==> config.mk <==
export PLATFORM = sky130hd
export DESIGN_NAME = timer_capture_compare
export DESIGN_NICKNAME = d
export VERILOG_FILES = /design/src/timer_pkg.sv /design/src/timer_capture_compare.sv
export SDC_FILE = /design/constraint.sdc
export NUM_CORES = 1
export LEC_CHECK = 0
export ABC_AREA = 1
export BUFFER_PORTS_ARGS = -buffer_cell sky130_fd_sc_hd__buf_2
export CAP_MARGIN = 20
export CORE_ASPECT_RATIO = 0.6
export CORE_UTILIZATION = 29
export DETAILED_ROUTE_END_ITERATION = 8
export GPL_TIMING_DRIVEN = 0
export PLACE_DENSITY = 0.52
export SLEW_MARGIN = 20
export SYNTH_ARGS = -nofsm -noshare
export SYNTH_HDL_FRONTEND = slang
export SYNTH_SLANG_ARGS = --single-unit
export TNS_END_PERCENT = 20
==> constraint.sdc <==
create_clock -name aclk -period 9.1 [get_ports aclk]
set_input_delay 0.455 -clock aclk [delete_from_list [all_inputs] [get_ports aclk]]
set_output_delay 0.455 -clock aclk [all_outputs]
set_load 0.02 [all_outputs]
==> src/timer_pkg.sv <==
// Purpose: shared constants and carriers for the timer with capture/compare/pwm channels
// Assumes: AXI4-Lite register window of 256 bytes, one 32-bit word per register
// Notes:   each channel takes a 16-byte slot starting at slot index 1
package timer_pkg;

    localparam int unsigned ADDR_W = 8;

    // timer-wide register offsets
    localparam logic [7:0] TSC_OFF = 8'h00;
    localparam logic [7:0] CNT_OFF = 8'h04;
    localparam logic [7:0] MOD_OFF = 8'h08;

    // channel slot index (addr[7:4]) and word within slot (addr[3:2])
    localparam logic [3:0] TIMER_SLOT  = 4'h0;
    localparam logic [3:0] CH_BASE_IDX = 4'h1;
    localparam logic [1:0] CH_SC_SUB   = 2'h0;
    localparam logic [1:0] CH_VH_SUB   = 2'h1;
    localparam logic [1:0] CH_VL_SUB   = 2'h2;

    // field positions
    localparam int unsigned FLAG_BIT    = 7;
    localparam int unsigned TSC_CTRL_LSB = 3;
    localparam int unsigned CSC_CTRL_LSB = 2;

    // clock select codes
    localparam logic [1:0] CLK_OFF   = 2'h0;
    localparam logic [1:0] CLK_BUS   = 2'h1;
    localparam logic [1:0] CLK_FIXED = 2'h2;
    localparam logic [1:0] CLK_EXT   = 2'h3;

    // edge/level and mode codes
    localparam logic [1:0] EL_RELEASE = 2'h0;
    localparam logic [1:0] EL_RISE    = 2'h1;
    localparam logic [1:0] EL_FALL    = 2'h2;
    localparam logic [1:0] EL_BOTH    = 2'h3;
    localparam logic [1:0] MS_CAPTURE = 2'h0;
    localparam logic [1:0] MS_COMPARE = 2'h1;

    // reset values and counter limits
    localparam logic [15:0] CNT_RST  = 16'h0000;
    localparam logic [15:0] VAL_RST  = 16'h0000;
    localparam logic [15:0] MOD_RST  = 16'h0000;
    localparam logic [15:0] FREE_TOP = 16'hFFFF;

    localparam logic [1:0] RESP_OKAY   = 2'h0;
    localparam logic [1:0] RESP_SLVERR = 2'h2;

    typedef struct packed {
        logic       wrap_irq_enable;
        logic       centre_align_select;
        logic [1:0] clock_select;
    } timer_ctrl_s;

    typedef struct packed {
        logic       channel_irq_enable;
        logic [1:0] channel_mode;
        logic [1:0] edge_level;
    } chan_ctrl_s;

    localparam timer_ctrl_s TCTRL_RST = '{1'b0, 1'b0, CLK_OFF};
    localparam chan_ctrl_s  CCTRL_RST = '{1'b0, MS_CAPTURE, EL_RELEASE};

endpackage : timer_pkg
==> src/timer_capture_compare.sv <==
// Purpose: 16-bit timer, shared counter, channels for capture, compare, edge and centre pwm
// Assumes: AXI4-Lite master keeps valid and payload stable until ready; debug_halt on aclk
// Notes:   prescaler left out; one tick per selected clock event
// Overview of operation
// - edge/level 00 releases the pin from timer control, whatever the mode bits
// - capture mode: 01 rising, 10 falling, 11 either edge
// - compare mode: on match 01 toggles, 10 drives low, 11 drives high
// - edge pwm: 10 high-true cleared on compare, X1 low-true set on compare
// - centre select forces centre pwm on all channels, polarity from edge/level
// - reset clears every channel value register
// - capture mode: reading one byte latches both until the other is read
// - any channel control write unlatches the value coherency state
// - capture mode ignores processor writes to the value bytes
// - debug halt reads return live value and leave the latch alone
// - compare/pwm writes go to a buffer, moved as one word when complete
// - clock off loads at second byte; compare with clock loads at next count
// - pwm with clock loads as counter steps top minus one to top
// - debug halt writes go straight to the active value register
// - debug halt writes leave a partial buffered sequence intact
// - one centre select bit drives all channels and up/down counting
// - clock select: off, bus clock, fixed clock tick, external pin
// - clock select resets to off; writing off freezes without other change
// - external clock is synchronised; source at most a quarter of bus clock
// - wrap irq is a level while flag and enable are both one
// - up counting sets wrap flag on wrap to zero from top
// - centre mode sets wrap flag on turning down at the modulus
// - channel flag on capture edge or match, not at 0% or 100% duty
// - flag clears by read while set then write zero; new event wins
// - capture edge copies the counter into the channel value
// - centre mode counts up to top then down to zero, else wraps
//
// Chosen here: the AXI4-Lite interface to the registers and the register offsets.
`timescale 1ns/10ps
module timer_capture_compare
    import timer_pkg::*;
#(
    parameter int unsigned NCH    = 2,
    parameter int unsigned EXT_CH = 0
) (
    input  wire logic              aclk,
    input  wire logic              aresetn,
    input  wire logic [ADDR_W-1:0] s_axi_awaddr,
    input  wire logic              s_axi_awvalid,
    output logic                   s_axi_awready,
    input  wire logic [31:0]       s_axi_wdata,
    input  wire logic [3:0]        s_axi_wstrb,
    input  wire logic              s_axi_wvalid,
    output logic                   s_axi_wready,
    output logic [1:0]             s_axi_bresp,
    output logic                   s_axi_bvalid,
    input  wire logic              s_axi_bready,
    input  wire logic [ADDR_W-1:0] s_axi_araddr,
    input  wire logic              s_axi_arvalid,
    output logic                   s_axi_arready,
    output logic [31:0]            s_axi_rdata,
    output logic [1:0]             s_axi_rresp,
    output logic                   s_axi_rvalid,
    input  wire logic              s_axi_rready,
    input  wire logic              debug_halt_mode,
    input  wire logic              fixed_clk_tick,
    input  wire logic [NCH-1:0]    chan_pin_in,
    output logic [NCH-1:0]         chan_pin_out,
    output logic [NCH-1:0]         chan_pin_oe,
    output logic                   wrap_irq,
    output logic [NCH-1:0]         chan_irq
);

    // ---------------- bus slave ----------------
    logic        awready_ff, bvalid_ff, arready_ff, rvalid_ff;
    logic [1:0]  bresp_ff, rresp_ff;
    logic [31:0] rdata_ff;
    logic        wr_hs, rd_hs;
    logic [3:0]  aw_idx, ar_idx;
    logic [1:0]  aw_sub, ar_sub;
    logic        aw_ok, ar_ok;
    logic [31:0] rd_word;

    assign wr_hs  = awready_ff;
    assign rd_hs  = arready_ff;
    assign aw_idx = s_axi_awaddr[7:4];
    assign aw_sub = s_axi_awaddr[3:2];
    assign ar_idx = s_axi_araddr[7:4];
    assign ar_sub = s_axi_araddr[3:2];

    function automatic logic addr_ok(input logic [3:0] idx, input logic [1:0] sub);
        logic ok;
        ok = 1'b0;
        if (idx == TIMER_SLOT) begin
            ok = (sub != 2'h3);
        end else if (idx < 4'(NCH + 1)) begin
            ok = (sub != 2'h3);
        end
        return ok;
    endfunction : addr_ok

    assign aw_ok = addr_ok(aw_idx, aw_sub);
    assign ar_ok = addr_ok(ar_idx, ar_sub);

    // write address and data are taken together in one cycle, one write outstanding
    always_ff @(posedge aclk) begin
        if (!aresetn) begin
            awready_ff <= 1'b0;
            bvalid_ff  <= 1'b0;
            bresp_ff   <= RESP_OKAY;
        end else begin
            awready_ff <= s_axi_awvalid & s_axi_wvalid & ~awready_ff & ~bvalid_ff;
            if (wr_hs) begin
                bvalid_ff <= 1'b1;
                bresp_ff  <= aw_ok ? RESP_OKAY : RESP_SLVERR;
            end else if (s_axi_bready) begin
                bvalid_ff <= 1'b0;
            end
        end
    end

    always_ff @(posedge aclk) begin
        if (!aresetn) begin
            arready_ff <= 1'b0;
            rvalid_ff  <= 1'b0;
            rresp_ff   <= RESP_OKAY;
            rdata_ff   <= 32'h00000000;
        end else begin
            arready_ff <= s_axi_arvalid & ~arready_ff & ~rvalid_ff;
            if (rd_hs) begin
                rvalid_ff <= 1'b1;
                rresp_ff  <= ar_ok ? RESP_OKAY : RESP_SLVERR;
                rdata_ff  <= ar_ok ? rd_word : 32'h00000000;
            end else if (s_axi_rready) begin
                rvalid_ff <= 1'b0;
            end
        end
    end

    assign s_axi_awready = awready_ff;
    assign s_axi_wready  = awready_ff;
    assign s_axi_bvalid  = bvalid_ff;
    assign s_axi_bresp   = bresp_ff;
    assign s_axi_arready = arready_ff;
    assign s_axi_rvalid  = rvalid_ff;
    assign s_axi_rresp   = rresp_ff;
    assign s_axi_rdata   = rdata_ff;

    logic tsc_wr, tsc_rd, cnt_wr, mod_wr;
    assign tsc_wr = wr_hs & (s_axi_awaddr == TSC_OFF) & s_axi_wstrb[0];
    assign tsc_rd = rd_hs & (s_axi_araddr == TSC_OFF);
    assign cnt_wr = wr_hs & (s_axi_awaddr == CNT_OFF) & (s_axi_wstrb[1:0] != 2'h0);
    assign mod_wr = wr_hs & (s_axi_awaddr == MOD_OFF);

    // ---------------- timer control and counter ----------------
    timer_ctrl_s tctrl_ff;
    logic [15:0] cnt_ff, mod_ff, top, nxt_cnt;
    logic        down_ff, nxt_down, wrap_ev, tick, cnt_moved_ff, step_to_top;
    logic        wrap_flag_ff, wrap_arm_ff, wrap_irq_ff;
    logic [NCH-1:0] pin_s1_ff, pin_s2_ff, pin_d_ff;

    // pin synchronisers; stage one feeds stage two only
    always_ff @(posedge aclk) begin
        if (!aresetn) begin
            pin_s1_ff <= '0;
            pin_s2_ff <= '0;
            pin_d_ff  <= '0;
        end else begin
            pin_s1_ff <= chan_pin_in;
            pin_s2_ff <= pin_s1_ff;
            pin_d_ff  <= pin_s2_ff;
        end
    end

    // counter is frozen while halted so captures see a stable count
    always_comb begin
        case (tctrl_ff.clock_select)
            CLK_BUS:   tick = 1'b1;
            CLK_FIXED: tick = fixed_clk_tick;
            CLK_EXT:   tick = pin_s2_ff[EXT_CH] & ~pin_d_ff[EXT_CH];
            default:   tick = 1'b0;
        endcase
        if (debug_halt_mode) begin
            tick = 1'b0;
        end
    end

    assign top = (mod_ff == MOD_RST) ? FREE_TOP : mod_ff;

    always_comb begin
        nxt_cnt  = cnt_ff;
        nxt_down = 1'b0;
        wrap_ev  = 1'b0;
        if (tctrl_ff.centre_align_select) begin
            if (!down_ff) begin
                if (cnt_ff == top) begin
                    nxt_cnt  = cnt_ff - 16'h0001;
                    nxt_down = 1'b1;
                    wrap_ev  = tick;
                end else begin
                    nxt_cnt = cnt_ff + 16'h0001;
                end
            end else if (cnt_ff == CNT_RST) begin
                nxt_cnt = cnt_ff + 16'h0001;
            end else begin
                nxt_cnt  = cnt_ff - 16'h0001;
                nxt_down = 1'b1;
            end
        end else if (cnt_ff == top) begin
            nxt_cnt = CNT_RST;
            wrap_ev = tick;
        end else begin
            nxt_cnt = cnt_ff + 16'h0001;
        end
    end

    // pwm reload point: rising step onto the terminal count
    assign step_to_top = tick & ~down_ff & (cnt_ff != top) & (nxt_cnt == top);

    always_ff @(posedge aclk) begin
        if (!aresetn) begin
            cnt_ff       <= CNT_RST;
            down_ff      <= 1'b0;
            cnt_moved_ff <= 1'b0;
        end else begin
            cnt_moved_ff <= tick & ~cnt_wr;
            if (cnt_wr) begin
                cnt_ff  <= CNT_RST;
                down_ff <= 1'b0;
            end else if (tick) begin
                cnt_ff  <= nxt_cnt;
                down_ff <= nxt_down;
            end
        end
    end

    always_ff @(posedge aclk) begin
        if (!aresetn) begin
            tctrl_ff <= TCTRL_RST;
            mod_ff   <= MOD_RST;
        end else begin
            if (tsc_wr) begin
                tctrl_ff <= timer_ctrl_s'(s_axi_wdata[TSC_CTRL_LSB +: 4]);
            end
            if (mod_wr && s_axi_wstrb[0]) begin
                mod_ff[7:0] <= s_axi_wdata[7:0];
            end
            if (mod_wr && s_axi_wstrb[1]) begin
                mod_ff[15:8] <= s_axi_wdata[15:8];
            end
        end
    end

    // wrap flag: a new wrap sets and disarms, so a pending clear never loses it
    always_ff @(posedge aclk) begin
        if (!aresetn) begin
            wrap_flag_ff <= 1'b0;
            wrap_arm_ff  <= 1'b0;
            wrap_irq_ff  <= 1'b0;
        end else begin
            if (wrap_ev) begin
                wrap_flag_ff <= 1'b1;
                wrap_arm_ff  <= 1'b0;
            end else if (tsc_wr && wrap_arm_ff && !s_axi_wdata[FLAG_BIT]) begin
                wrap_flag_ff <= 1'b0;
                wrap_arm_ff  <= 1'b0;
            end else if (tsc_rd && wrap_flag_ff) begin
                wrap_arm_ff <= 1'b1;
            end
            wrap_irq_ff <= wrap_flag_ff & tctrl_ff.wrap_irq_enable;
        end
    end

    assign wrap_irq = wrap_irq_ff;

    // ---------------- channels ----------------
    logic [31:0] ch_rd_word [NCH];

    for (genvar g = 0; g < NCH; g++) begin : g_ch
        chan_ctrl_s  ctrl_ff;
        logic [15:0] val_ff, rbuf_ff;
        logic [7:0]  buf_hi_ff, buf_lo_ff, new_hi, new_lo, vh_byte, vl_byte;
        logic        flag_ff, arm_ff, hi_done_ff, lo_done_ff, rd_lat_ff, first_hi_ff;
        logic        out_ff, oe_ff, irq_ff;
        logic        hit_w, hit_r, sc_wr, vh_wr, vl_wr, sc_rd, vh_rd, vl_rd;
        logic        is_ic, is_oc, is_pwm, released, cap_ev, match_ev, duty_ok;
        logic        wr_hi_n, wr_lo_n, full, load_now, active, rise, fall;

        assign hit_w = wr_hs & (aw_idx == 4'(g + 1));
        assign hit_r = rd_hs & (ar_idx == 4'(g + 1));
        assign sc_wr = hit_w & (aw_sub == CH_SC_SUB) & s_axi_wstrb[0];
        assign vh_wr = hit_w & (aw_sub == CH_VH_SUB) & s_axi_wstrb[0];
        assign vl_wr = hit_w & (aw_sub == CH_VL_SUB) & s_axi_wstrb[0];
        assign sc_rd = hit_r & (ar_sub == CH_SC_SUB);
        assign vh_rd = hit_r & (ar_sub == CH_VH_SUB);
        assign vl_rd = hit_r & (ar_sub == CH_VL_SUB);

        assign released = (ctrl_ff.edge_level == EL_RELEASE);
        assign is_ic  = ~tctrl_ff.centre_align_select & (ctrl_ff.channel_mode == MS_CAPTURE);
        assign is_oc  = ~tctrl_ff.centre_align_select & (ctrl_ff.channel_mode == MS_COMPARE);
        assign is_pwm = tctrl_ff.centre_align_select | ctrl_ff.channel_mode[1];

        assign rise = pin_s2_ff[g] & ~pin_d_ff[g];
        assign fall = ~pin_s2_ff[g] & pin_d_ff[g];
        always_comb begin
            case (ctrl_ff.edge_level)
                EL_RISE: cap_ev = rise;
                EL_FALL: cap_ev = fall;
                EL_BOTH: cap_ev = rise | fall;
                default: cap_ev = 1'b0;
            endcase
            if (!is_ic) begin
                cap_ev = 1'b0;
            end
        end

        assign match_ev = cnt_moved_ff & (cnt_ff == val_ff);
        // no compare event when the duty is pinned at 0% or 100%
        assign duty_ok = (val_ff != VAL_RST) & (val_ff <= top)
                       & ~(tctrl_ff.centre_align_select & val_ff[15]);

        // buffered writes, refused in capture mode and bypassed while halted
        assign wr_hi_n = vh_wr & ~is_ic & ~debug_halt_mode;
        assign wr_lo_n = vl_wr & ~is_ic & ~debug_halt_mode;
        assign new_hi  = wr_hi_n ? s_axi_wdata[7:0] : buf_hi_ff;
        assign new_lo  = wr_lo_n ? s_axi_wdata[7:0] : buf_lo_ff;
        assign full    = (hi_done_ff | wr_hi_n) & (lo_done_ff | wr_lo_n);
        always_comb begin
            if (tctrl_ff.clock_select == CLK_OFF) begin
                load_now = full;
            end else if (is_oc) begin
                load_now = full & tick;
            end else if (is_pwm) begin
                load_now = full & step_to_top;
            end else begin
                load_now = 1'b0;
            end
            if (debug_halt_mode || sc_wr) begin
                load_now = 1'b0;
            end
        end

        always_ff @(posedge aclk) begin
            if (!aresetn) begin
                ctrl_ff <= CCTRL_RST;
            end else if (sc_wr) begin
                ctrl_ff <= chan_ctrl_s'(s_axi_wdata[CSC_CTRL_LSB +: 5]);
            end
        end

        // write buffer and active value
        always_ff @(posedge aclk) begin
            if (!aresetn) begin
                val_ff     <= VAL_RST;
                buf_hi_ff  <= 8'h00;
                buf_lo_ff  <= 8'h00;
                hi_done_ff <= 1'b0;
                lo_done_ff <= 1'b0;
            end else begin
                buf_hi_ff <= new_hi;
                buf_lo_ff <= new_lo;
                if (sc_wr) begin
                    hi_done_ff <= 1'b0;
                    lo_done_ff <= 1'b0;
                end else if (load_now) begin
                    hi_done_ff <= 1'b0;
                    lo_done_ff <= 1'b0;
                end else begin
                    hi_done_ff <= hi_done_ff | wr_hi_n;
                    lo_done_ff <= lo_done_ff | wr_lo_n;
                end
                if (cap_ev) begin
                    val_ff <= cnt_ff;
                end else if (debug_halt_mode && !is_ic && vh_wr) begin
                    val_ff[15:8] <= s_axi_wdata[7:0];
                end else if (debug_halt_mode && !is_ic && vl_wr) begin
                    val_ff[7:0] <= s_axi_wdata[7:0];
                end else if (load_now) begin
                    val_ff <= {new_hi, new_lo};
                end
            end
        end

        // read coherency latch, untouched by reads while halted; a control write still clears it
        always_ff @(posedge aclk) begin
            if (!aresetn) begin
                rd_lat_ff   <= 1'b0;
                first_hi_ff <= 1'b0;
                rbuf_ff     <= VAL_RST;
            end else if (sc_wr) begin
                rd_lat_ff <= 1'b0;
            end else if ((vh_rd || vl_rd) && is_ic && !debug_halt_mode) begin
                if (!rd_lat_ff) begin
                    rd_lat_ff   <= 1'b1;
                    first_hi_ff <= vh_rd;
                    rbuf_ff     <= val_ff;
                end else if (vh_rd != first_hi_ff) begin
                    rd_lat_ff <= 1'b0;
                end
            end
        end

        assign vh_byte = (is_ic && rd_lat_ff && !debug_halt_mode) ? rbuf_ff[15:8] : val_ff[15:8];
        assign vl_byte = (is_ic && rd_lat_ff && !debug_halt_mode) ? rbuf_ff[7:0] : val_ff[7:0];

        always_comb begin
            case (ar_sub)
                CH_SC_SUB: ch_rd_word[g] = {24'h000000, flag_ff, ctrl_ff, 2'h0};
                CH_VH_SUB: ch_rd_word[g] = {24'h000000, vh_byte};
                CH_VL_SUB: ch_rd_word[g] = {24'h000000, vl_byte};
                default:   ch_rd_word[g] = 32'h00000000;
            endcase
        end

        // channel flag with read-then-write-zero clear; a new event wins
        always_ff @(posedge aclk) begin
            if (!aresetn) begin
                flag_ff <= 1'b0;
                arm_ff  <= 1'b0;
                irq_ff  <= 1'b0;
            end else begin
                if (cap_ev || (match_ev && (is_oc || (is_pwm && duty_ok)))) begin
                    flag_ff <= 1'b1;
                    arm_ff  <= 1'b0;
                end else if (sc_wr && arm_ff && !s_axi_wdata[FLAG_BIT]) begin
                    flag_ff <= 1'b0;
                    arm_ff  <= 1'b0;
                end else if (sc_rd && flag_ff) begin
                    arm_ff <= 1'b1;
                end
                irq_ff <= flag_ff & ctrl_ff.channel_irq_enable;
            end
        end

        // pwm level: active while count is below the value, inverted for low-true
        assign active = (cnt_ff < val_ff) & ~(tctrl_ff.centre_align_select & val_ff[15]);

        always_ff @(posedge aclk) begin
            if (!aresetn) begin
                out_ff <= 1'b0;
                oe_ff  <= 1'b0;
            end else begin
                oe_ff <= ~released & ~is_ic;
                if (is_pwm && !released) begin
                    out_ff <= active ^ ctrl_ff.edge_level[0];
                end else if (is_oc && match_ev) begin
                    case (ctrl_ff.edge_level)
                        EL_RISE: out_ff <= ~out_ff;
                        EL_FALL: out_ff <= 1'b0;
                        EL_BOTH: out_ff <= 1'b1;
                        default: out_ff <= out_ff;
                    endcase
                end
            end
        end

        assign chan_pin_out[g] = out_ff;
        assign chan_pin_oe[g]  = oe_ff;
        assign chan_irq[g]     = irq_ff;
    end : g_ch

    // ---------------- read mux ----------------
    always_comb begin
        rd_word = 32'h00000000;
        case (s_axi_araddr)
            TSC_OFF: rd_word = {24'h000000, wrap_flag_ff, tctrl_ff, 3'h0};
            CNT_OFF: rd_word = {16'h0000, cnt_ff};
            MOD_OFF: rd_word = {16'h0000, mod_ff};
            default: rd_word = 32'h00000000;
        endcase
        for (int c = 0; c < NCH; c++) begin
            if (ar_idx == 4'(c + 1)) begin
                rd_word = ch_rd_word[c];
            end
        end
    end

endmodule : timer_capture_compare

== Yosys cells after proc, flatten, opt, wreduce, memory -nomap -nowiden ==
Index checks and enable logic that the tools add are counted.
W data, S select, Z words.

* Add/subtract/negate cells: 2
* Muxes and demuxes: 79
* Eq/ne operators: 36
* $lt $le $gt $ge: 6
* Bitwise logic cells: 109
* Reduce and logical (&&, ||, !) cells: 92

{| class="wikitable"
|+ Operators by type and width
! cell !! number
|-
| $mux W16 || 10
|-
| $mux W8 || 16
|-
| $mux W32 || 3
|-
| $and A1 B1 Y1 || 74
|-
| $eq A16 B16 Y1 || 4
|-
| $pmux W16 S3 || 1
|-
| $pmux W8 S3 || 2
|-
| $mux W1 || 40
|-
| $logic_and A1 B1 Y1 || 33
|-
| $le A16 B16 Y1 || 2
|-
| $logic_not A16 Y1 || 2
|-
| $lt A16 B16 Y1 || 2
|-
| $reduce_bool A16 Y1 || 2
|-
| $not A1 Y1 || 25
|-
| $add A16 B1 Y16 const B || 1
|-
| $eq A2 B2 Y1 const B || 8
|-
| $eq A8 B3 Y1 const B || 2
|-
| $eq A8 B4 Y1 const B || 2
|-
| $logic_not A8 Y1 || 2
|-
| $ne A16 B16 Y1 || 1
|-
| $reduce_bool A2 Y1 || 8
|-
| $sub A16 B1 Y16 const B || 1
|-
| $pmux W1 S3 || 5
|-
| $reduce_or A3 Y1 || 5
|-
| other kinds (19) || 73
|}

* Bits of input ports: 63
* Output and inout bits: 48
* Word-level logic and storage cells: 379
* Bits in registers: 211

== Logic depth before layout (Yosys ltp) ==
Gate-level depths: netlist of run 1.

* Word-level depth: 17
* Mapped depth: 29
* Mapped depth without buffers: 27

== Least setup slack after synthesis of run 1 ==
No wires, ideal clock.

* Kind: register to register
* From: register cnt_ff[0]
* To: register g_ch[1].val_ff[6]
* Library setup time: 0.113 ns
* Period minus slack after synthesis: 2.873 ns
* Slack: 6.227 ns
* Arrival time: 2.761 ns
* Stages on the path, launching flop included: 25
* Path through: dfxtp_1 > inv_1 > ha_1 > nand2_1 > nor3_1 > and3_1 > nand2_1 > xor2_1 > nor2_1 > nor2_1 > nor2_1 > nand2_1 > nand2_1 > nand3_1 > nor2_1 > nand2_1 > nor2_1 > nand3_1 > nand2_1 > nand2_4 > nand2_4 > buf_6 > nand2_1 > nand2_1 > nor2_1

* Longest elaborated chain between the ends: 13
* Elaborated cells on any way between the ends: 20
* Those cells by class: add/sub (2); eq/ne (3); mux (9); bitwise (3); reduce/logical (3)

{| class="wikitable"
|+ Ends and longest elaborated chain
! element !! line !! text
|-
| start, declared || timer_capture_compare.sv:151 || <nowiki>logic [15:0] cnt_ff, mod_ff, top, nxt_cnt;</nowiki>
|-
| start signal, assigned || timer_capture_compare.sv:225 || <nowiki>cnt_ff <= nxt_cnt;</nowiki>
|-
| $add A16 B1 Y16, or another cell as far along || timer_capture_compare.sv:195, timer_capture_compare.sv:198, timer_capture_compare.sv:207 ||
|-
| $mux W16 (on tied branches) || timer_capture_compare.sv:190, timer_capture_compare.sv:197 ||
|-
| $mux W16 || timer_capture_compare.sv:189 || <nowiki>if (!down_ff) begin</nowiki>
|-
| $mux W16 || timer_capture_compare.sv:188 || <nowiki>if (tctrl_ff.centre_align_select) begin</nowiki>
|-
| $eq A16 B16 Y1 || timer_capture_compare.sv:212 || <nowiki>assign step_to_top = tick & ~down_ff & (cnt_ff != top) & (nxt_cnt == top);</nowiki>
|-
| $and A1 B1 Y1 * || timer_capture_compare.sv:212 ||
|-
| $and A1 B1 Y1 * || timer_capture_compare.sv:328 || <nowiki>load_now = full & step_to_top;</nowiki>
|-
| $mux W1 * || timer_capture_compare.sv:327 || <nowiki>end else if (is_pwm) begin</nowiki>
|-
| $mux W1 * || timer_capture_compare.sv:325 || <nowiki>end else if (is_oc) begin</nowiki>
|-
| $mux W1 * || timer_capture_compare.sv:323 || <nowiki>if (tctrl_ff.clock_select == CLK_OFF) begin</nowiki>
|-
| $mux W1 * || timer_capture_compare.sv:332 || <nowiki>if (debug_halt_mode || sc_wr) begin</nowiki>
|-
| $reduce_bool A3 Y1 (no source line) * || n/a ||
|-
| $reduce_and A2 Y1 (no source line) * || n/a ||
|-
| end signal, assigned || timer_capture_compare.sv:367 || <nowiki>val_ff <= cnt_ff;</nowiki>
|-
| end signal, assigned || timer_capture_compare.sv:371 || <nowiki>val_ff[7:0] <= s_axi_wdata[7:0];</nowiki>
|-
| end signal, assigned || timer_capture_compare.sv:373 || <nowiki>val_ff <= {new_hi, new_lo};</nowiki>
|-
| end, declared || timer_capture_compare.sv:275 || <nowiki>logic [15:0] val_ff, rbuf_ff;</nowiki>
|}

Every way passes the cells marked *; elsewhere a longest branch is shown, timed or not.
A chain may end at the register's enable or synchronous reset.

== Worst setup path after layout of run 1 ==
* From: register cnt_ff[9]
* To: register g_ch[1].val_ff[12]

Same word-level chain as after synthesis.

==> results.tsv, run 1 <==
metric	value	unit
Core Area	42000	sq um
Hold Vio Cnt, Final	0	
DR vias	13800	
CTS tree	yes	
Synth area leaders	dfxtp_1 (31%), nand2_1 (13%), o21ai_0 (8.2%), nor2_1 (7.3%), ha_1 (7.2%)	
Synth Area in Compound Gates	20.0	%
post-layout min period	4990	ps
Post-CTS Hold Fix Bufs	0	
slowest stage delay, CP	770	ps
WS Path Type	reg2reg	
GRT Total Usage	26.4	%
Post-Synth Simple-Gate Area	28.7	%
ys flop type	dfxtp_1	
largest net degree at the start of global routing	23	
WP buf/inv	2	
post-synthesis cell count	1922	
Critical Path Start Type	flip-flop	
RSZ-0062 raised after global routing	no	
Worst Max-Slew Pin Slew	1060	ps
CTS buffer count	17	
setup TNS	0	ps
root buffer cell	clkbuf_16	
fin cells	2613	
status	finished clean	
routed len/inst	22.0	um
crit path to	g_ch[1].val_ff[12]$_SDFFE_PN0P_	
largest family of logic cells by synthesized area	simple AND/OR/NAND/NOR gates	
initial antenna violation count	2	
ys async rst share	0	%
Die Wd	269	um
Worst Path Required	9440	ps
die area	43600	sq um
Post-Synth XOR/XNOR Area	1.98	%
Slowest-stage cell, CP	dfxtp_1	
crit end category	flip-flop	
Reg-to-Reg Start	cnt_ff[9]$_SDFFE_PP0P_	
area of the multi-input gates	7240	sq um
share of the yosys chip area belonging to registers	31.2	%
R2R Setup Slk	4110	ps
crit-path leading delay family	simple AND/OR/NAND/NOR gates	
Antenna Nets Post-Route	0	
Setup Viol. Count Final	0	
gpl congestion	1.05	
CP cell instances	clkinv_1 > nand2_1 > nand2_1 > nor2_1 > nand2_1 > nor2_2 > nand3_1 > nor2_1 > nor2_1 > nand3_1 > nand3_1 > nor2_1 > nand3_1 > nor2_1 > nand3_1 > nand2_1 > nand2_4 > buf_6 > a21oi_1 > nor2_1	
min-delay src	chan_pin_in[1]	
Placed Cells	2581	
number of library cell types mapped by synthesis	46	
yosys warns	0	
share of post-route cells with drive strength above 1	8.17	%
nets	2164	
Routed WL	57500	um
# port buffers	72	
adder-cell area share of the yosys netlist	7.16	%
Syn-to-layout area delta	14.3	%
top cell type's share of synthesized area	31.2	%
Ant. Diodes	0	
CP Max Fanout	10	
switching fraction of total power	28.7	%
clk_skew	22.2	ps
Yosys reg bits	193	
CP most frequent cell	nor2_1	
synthesized area per cell	6.45	sq um
CTS Buffer Depth	2	
peak supply drop	0.114	mV
WP data arrival	5330	ps
Clock transition at path regs	90	ps
switching power	0.503	mW
r2r worst-path depth	20	
Worst R2R End	g_ch[1].val_ff[12]$_SDFFE_PN0P_	
Logic pwr share	5.7	%
chip height	162	um
most area-hungry cell type in the Yosys netlist	dfxtp_1	
sequential power share	48.4	%
Setup Fix Bufs, Post-CTS	0	
initial core utilization	29.5	%
Worst Hold Class	in2reg	
Ports	111	
Lkg Pwr	6.16	nW
max-slew violations	0	
# H-tree levels	4	
Fmax	200	MHz
Via density	5.30	
Setup crit start	cnt_ff[9]$_SDFFE_PP0P_	
First-pass DRT Iterations	6	
post-CTS resize count	0	
Filler cells	4605	
row count	58	
GRT overflow	0	
internal power	1.25	mW
Register Area	3860	sq um
PD cells	124	nW/um^2
Post-synth EDFFs	0	
Crit. path cell count	20	
Tcrit/Tclk final	54.8	%
post-synthesis mux area share	0	%
Synth Cell Area	12400	sq um
max_slew headroom	29.1	%
dpl hpwl	46400	um
MaxCap Viol Count	0	
DRC Markers	0	
Iter 0 DRT Violations	1743	
vias in the first global route	11900	
first-pass GRT wire length	82400	um
Clk pwr share	46.0	%
CTS Sinks	193	
Clock Latency Late Sink	480	ps
registers in the layout, indices dropped and copies added (netlist names), 4 cells and up:
signal          count
s_axi_rdata        16
g_ch.ctrl_ff       10
g_ch.rbuf_ff       32
tctrl_ff            4
mod_ff             16
g_ch.buf_lo_ff     16
g_ch.val_ff        32
cnt_ff             16
g_ch.buf_hi_ff     16
Yosys cell counts (2+ instances only):
cell type  instances
or2_2              3
o21ai_0          204
a21oi_1          157
nor4_1             9
o221ai_1           7
o211ai_1          13
nor2_2             7
buf_6              7
buf_2              2
o22ai_1           22
nor3_2             3
buf_1              2
dfxtp_1          193
a211oi_1          14
nand4_1           23
buf_4             25
nor2_1           240
nand3_1          104
nand2_4            7
clkinv_1          11
clkbuf_1          70
o21a_1             3
xor2_1            27
inv_1            202
o2111ai_1          2
a31oi_1           11
inv_2              5
o311ai_0           5
a221oi_1           6
nor3_1            26
ha_1              71
nand2_1          427
tightest hold or removal path, stage by stage:
cell and delay [ps]:
buf_2 80, nand2_1 40, inv_1 40
power groups by stage:
| stage | registers (mW) | logic, mW | clock network (mW) |
|---|---|---|---|
| 2_1_floorplan | 0.871 | 0.0528 | 0 |
| 3_3_place_gp | 0.869 | 0.0961 | 0 |
| 3_5_place_dp | 0.869 | 0.0960 | 0 |
| 4_1_cts | 0.849 | 0.0964 | 0.816 |
| 5_1_grt | 0.850 | 0.106 | 0.846 |
| 6_report | 0.849 | 0.0993 | 0.807 |
kinds of logic after synthesis:
group / count (synthesis)
simple gates: 853
other cells: 1
flops: 193
xor+xnor: 28
buf+inv: 324
compound gates: 452
fa+ha+maj: 71
worst min path at each step:
stage,endpoint,slack (ps),cells after the start
6_report,pin_s1_ff[1]$_SDFF_PN0_,150,3
5_1_grt,pin_s1_ff[0]$_SDFF_PN0_,150,3
4_1_cts,pin_s1_ff[1]$_SDFF_PN0_,140,3
3_5_place_dp,pin_s2_ff[0]$_SDFF_PN0_,400,2
3_3_place_gp,pin_s2_ff[0]$_SDFF_PN0_,400,2
2_1_floorplan,pin_s2_ff[0]$_SDFF_PN0_,390,2
stage by stage:
step | hold slack [ps] | total power, mW | setup slack [ps] | area (sq um) | utilization, %
floorplan | 390 | 0.924 | 6230 | 12500 | -
global placement | 397 | 0.965 | 4340 | 13500 | 32.2
global route | 153 | 1.80 | 4010 | 14200 | 33.7
CTS | 142 | 1.76 | 4400 | 14200 | 33.7
detailed placement | 402 | 0.965 | 4430 | 13500 | 32.2
finish | 153 | 1.76 | 4110 | 14200 | 33.7
routing by layer:
metal	vias up	global-route usage [%]	wire length [um]
li1	6537	-	-
met1	6497	42.9	29100
met2	759	31.9	20000
met3	48	8.81	7740
met4	2	4.49	638
met5	-	0	13
layout by cell type, fill, tap and decap left out, types with 23 or more instances in the layout:
| master | Yosys | final |
|---|---|---|
| o21ai_0 | 204 | 204 |
| clkbuf_1 | 70 | 70 |
| buf_4 | 25 | 25 |
| inv_1 | 202 | 202 |
| a21oi_1 | 157 | 157 |
| nand4_1 | 23 | 23 |
| buf_2 | 2 | 74 |
| nand2_1 | 427 | 427 |
| dfxtp_1 | 193 | 193 |
| xor2_1 | 27 | 27 |
| nor3_1 | 26 | 25 |
| ha_1 | 71 | 71 |
| nor2_1 | 240 | 240 |
| nand3_1 | 104 | 104 |
final cells by class:
cell class	count	area share, %
Sequential cell	193	27.3
Multi-Input combinational cell	1422	51.1
Clock buffer	17	3.00
Inverter	218	5.77
Buffer	106	3.86
Timing Repair Buffer	72	2.54
Tap cell	570	5.03
Clock inverter	15	1.42
Note: power is estimated with default switching activity, not from simulation.
==> run 2, diff against run 1 <==
- PLACE_DENSITY: 0.52 -> 0.53
- clock period: 9.1 -> 4.1 ns (I/O delays scaled with it)
==> results.tsv, run 2 (synthesis gave the netlist of run 1 again) <==
metric	value	unit
Placed Cells	2581	
Setup crit start	tctrl_ff[2]$_SDFFE_PN0P_	
Tcrit/Tclk final	98.4	%
Setup Viol. Count Final	0	
Ports	111	
peak supply drop	0.251	mV
# H-tree levels	4	
Min Hold Slack	7.78	ps
Clk pwr share	46.2	%
vias in the first global route	12000	
status	finished clean	
Critical Path Start Type	flip-flop	
setup TNS	0	ps
Layout Utilization	34.5	%
most frequent cells in the layout	nand2_1 (418), nor2_1 (235), o21ai_0 (203)	
largest net degree at the start of global routing	23	
Worst Max-Slew Pin Slew	906	ps
fin cells	2630	
Via density	5.27	
nets	2181	
Routed WL	58600	um
Ant. Diodes	0	
internal power	2.79	mW
root buffer cell	clkbuf_16	
crit end category	flip-flop	
Syn-to-layout area delta	16.8	%
CTS buffer count	17	
switching power	1.14	mW
Hold Vio Cnt, Final	0	
Iter 0 DRT Violations	2125	
chip height	162	um
initial core utilization	29.5	%
Clock Latency Late Sink	470	ps
post-layout min period	4040	ps
CTS Buffer Depth	2	
clk_skew	17.2	ps
MaxCap Viol Count	0	
routed len/inst	22.3	um
WP data arrival	4430	ps
most common cell after layout, fill and taps aside	nand2_1	
CP Max Fanout	10	
Fmax	248	MHz
Top Registers	g_ch.rbuf_ff: 32 flops, g_ch.val_ff: 32 flops	
sequential power share	48.0	%
Lkg Pwr	6.29	nW
GRT Total Usage	26.8	%
max_slew headroom	39.6	%
GRT overflow	0	
Reg-to-Reg Start	tctrl_ff[2]$_SDFFE_PN0P_	
initial antenna violation count	2	
row count	58	
PD cells	271	nW/um^2
DRC Markers	0	
Die Wd	269	um
First-pass DRT Iterations	6	
Clock transition at path regs	90	ps
RSZ-0062 raised after global routing	yes	
Core Area	42000	sq um
gpl congestion	1.03	
first-pass GRT wire length	83200	um
share of post-route cells with drive strength above 1	10.9	%
Antenna Nets Post-Route	0	
DR vias	13900	
# port buffers	72	
max-slew violations	0	
min-delay src	s_axi_wdata[11]	
dpl hpwl	47400	um
Worst Hold Class	in2reg	
CTS tree	yes	
WS Path Type	reg2reg	
Filler cells	4611	
CTS Sinks	193	
Logic pwr share	5.8	%
Worst Path Required	4490	ps
switching fraction of total power	29.0	%
die area	43600	sq um
## run 2: changes by cell type in the layout (fill, tap and decap cells not counted), moves of 4 or more
cell           change
nand2_1            -9
dfxtp_2           +10
nor2_4             +6
nand3_2            +4
buf_4             +10
clkinvlp_4         +4
nand3_1            -4
clkbuf_1           -4
nor2_1             -5
dlygate4sd3_1      +7
dfxtp_1           -12
nand2_2            +9
## run 2: per-stage QoR
step | setup WS, ps | area [sq um] | power (mW)
2_1_floorplan | 1230 | 12500 | 2.05
3_3_place_gp | -712 | 13500 | 2.14
3_5_place_dp | -654 | 13500 | 2.15
4_1_cts | 40.9 | 14300 | 3.95
5_1_grt | -71.9 | 14500 | 4.04
6_report | 63.7 | 14500 | 3.93
## run 2: what timing repair did
item / CTS / global route
pin swaps: 0 / 4
buffers inserted: 2 / 8
hold buffers: 7 / 0
endpoints found under the hold margin: 6 / 0
endpoints found under the setup margin: 36 / 42
resized for setup: 13 / 47
## run 2: layout make-up
| class | instances | area, sq um | share of cell area (%) |
|---|---|---|---|
| plain buffers | 106 | 557 | 3.84 |
| clock buffers | 17 | 425 | 2.94 |
| clock inverters | 15 | 196 | 1.36 |
| inverters | 218 | 836 | 5.77 |
| multi-input cells | 1422 | 7370 | 50.9 |
| flip-flops and latches | 193 | 3880 | 26.8 |
| well taps | 570 | 713 | 4.92 |
| repair buffers | 89 | 505 | 3.49 |
## run 2: critical path, stage by stage, from the launching register on
cell	delay, ps
dfxtp_1	300
clkbuf_1	380
nor2_2	470
inv_1	130
nor2_1	280
inv_1	130
nor3_1	270
clkbuf_1	490
clkbuf_1	410
o21ai_0	120
o21ai_0	460
nand2_1	100
a21oi_1	190
nand2_1	80
a21oi_1	140
## run 2: power groups by stage
stage / sequential [mW] / combinational (mW) / clock [mW]
after floorplan: 1.93 / 0.117 / 0
after global placement: 1.93 / 0.215 / 0
after detailed placement: 1.93 / 0.217 / 0
after CTS: 1.89 / 0.222 / 1.84
after global routing: 1.89 / 0.245 / 1.91
final: 1.88 / 0.229 / 1.81
## run 2: path summary, 6_finish.rpt
kind                                      end  slack [ps]  cells after the start
hold / removal        mod_ff[11]$_SDFFE_PN0P_           8                      3
hold reg to reg       pin_s2_ff[0]$_SDFF_PN0_         420                      2
setup reg to reg  s_axi_rdata[1]$_SDFFE_PN0P_          60                     14
setup / recovery  s_axi_rdata[1]$_SDFFE_PN0P_          60                     14
## run 2: layer usage
| metal | track usage, % | part of all wire [%] | up-vias |
|---|---|---|---|
| met2 | 31.7 | 34 | 764 |
| li1 | - | - | 6579 |
| met5 | 0 | 0 | - |
| met3 | 13.8 | 15 | 66 |
| met1 | 41.0 | 49 | 6462 |
| met4 | 4.98 | 1.6 | 0 |
==> run 3, diff against run 2 <==
==> constraint.sdc (replaced) <==
create_clock -name aclk -period 4.1 [get_ports aclk]
set_input_delay 0.82 -clock aclk [delete_from_list [all_inputs] [get_ports aclk]]
set_output_delay 0.82 -clock aclk [all_outputs]
set_load 0.02 [all_outputs]
==> results.tsv, run 3 (synthesis gave the netlist of run 1 again) <==
metric	value	unit
initial antenna violation count	2	
Routed WL	58500	um
Critical Path Start Type	flip-flop	
Most Crowded Layer GR	met1	
Post-CTS Hold Fix Bufs	0	
Filler cells	4618	
GRT overflow	0	
row count	58	
MaxCap Viol Count	0	
Core Area	42000	sq um
PD cells	272	nW/um^2
GRT Total Usage	26.8	%
Antenna Nets Post-Route	0	
Logic pwr share	5.7	%
Ports	111	
met1 Use GR	41.0	%
Register Area	3880	sq um
dpl hpwl	47400	um
CP Max Fanout	10	
Worst Path Required	4490	ps
Clock transition at path regs	90	ps
Worst Max-Slew Pin Slew	922	ps
met3 Resource Use GR	13.8	%
internal power	2.78	mW
root buffer cell	clkbuf_16	
clk_skew	17.6	ps
CTS Buffer Depth	2	
Top Registers	g_ch.rbuf_ff: 32 flops, g_ch.val_ff: 32 flops	
Min Hold Slack	420	ps
share of post-route cells with drive strength above 1	10.9	%
fin cells	2623	
Syn-to-layout area delta	16.3	%
RSZ-0062 raised after global routing	yes	
die area	43600	sq um
max_slew headroom	38.5	%
Iter 0 DRT Violations	2031	
area of the multi-input gates	7370	sq um
DR vias	13800	
grt met2 use	31.6	%
sequential power share	48.1	%
Power Total	3.92	mW
Clock Latency Late Sink	470	ps
status	finished clean	
Worst Hold Class	reg2reg	
routed len/inst	22.3	um
crit end category	flip-flop	
Via density	5.27	
placed cell areas	13500	sq um
Die Wd	269	um
WS Path Type	reg2reg	
Placed Cells	2581	
switching fraction of total power	28.9	%
First-pass DRT Iterations	8	
chip height	162	um
post-layout min period	4080	ps
Layout Utilization	34.3	%
most common cell after layout, fill and taps aside	nand2_1	
DRC Markers	0	
Ant. Diodes	0	
# H-tree levels	4	
switching power	1.13	mW
CTS buffer count	17	
# port buffers	72	
max-slew violations	0	
vias in the first global route	12000	
Clk pwr share	46.2	%
CTS Sinks	193	
WP data arrival	4470	ps
gpl congestion	1.03	
largest net degree at the start of global routing	23	
Setup Viol. Count Final	0	
Lkg Pwr	6.26	nW
nets	2174	
CTS tree	yes	
most frequent cells in the layout	nand2_1 (418), nor2_1 (235), o21ai_0 (203)	
initial core utilization	29.5	%
Fmax	245	MHz
Hold Vio Cnt, Final	0	
peak supply drop	0.247	mV
post-route design area	14400	sq um
Tcrit/Tclk final	99.6	%
first-pass GRT wire length	83000	um
-- run 3: final timing paths --
path                       startpoint                     endpoint  slack (ps)  cells after the start
min           pin_s1_ff[0]$_SDFF_PN0_      pin_s2_ff[0]$_SDFF_PN0_         420                      2
max reg2reg  tctrl_ff[2]$_SDFFE_PN0P_  s_axi_rdata[1]$_SDFFE_PN0P_          20                     14
max          tctrl_ff[2]$_SDFFE_PN0P_  s_axi_rdata[1]$_SDFFE_PN0P_          20                     14
min reg2reg   pin_s1_ff[0]$_SDFF_PN0_      pin_s2_ff[0]$_SDFF_PN0_         420                      2
-- run 3: worst max-delay path, cell delays in order (launching register included) --
cell and delay, ps:
dfxtp_1 300, clkbuf_1 390, nor2_2 460, inv_1 130
nor2_1 280, inv_1 130, nor3_1 270, clkbuf_1 480
clkbuf_1 430, o21ai_0 120, o21ai_0 500, nand2_1 110
a21oi_1 190, nand2_1 80, a21oi_1 130
-- run 3: final cells by class --
| cell class | instances | share of cell area, % |
|---|---|---|
| multi-input cells | 1422 | 51.1 |
| flip-flops and latches | 193 | 26.9 |
| inverters | 218 | 5.80 |
| well taps | 570 | 4.95 |
| plain buffers | 106 | 3.86 |
| repair buffers | 82 | 3.02 |
| clock buffers | 17 | 2.95 |
| clock inverters | 15 | 1.36 |
-- run 3: repair_timing --
item / 4_1_cts / 5_1_grt
setup endpoints to repair: 36 / 42
buffers inserted: 2 / 8
hold endpoints to repair: 0 / 0
resized for setup: 13 / 47
pin swaps: 0 / 4
-- run 3: power by group through the flow --
stage	Combinational (mW)	Sequential, mW	Clock [mW]
after floorplan	0.117	1.93	0
after global routing	0.240	1.89	1.91
after CTS	0.217	1.89	1.84
after global placement	0.215	1.93	0
final	0.224	1.88	1.81
after detailed placement	0.217	1.93	0
-- run 3: through the flow --
stage                     setup TNS [ps]  setup WS [ps]
after global routing                -110          -71.9
after CTS                              0           40.9
final                                  0           15.9
after global placement            -20510           -712
after detailed placement          -18390           -654
after floorplan                        0           1230
-- run 3: routing by layer --
layer	part of all wire [%]	routed length (um)
met5	0	0
met3	15	8630
met2	34	20000
met4	1.6	929
met1	49	28900
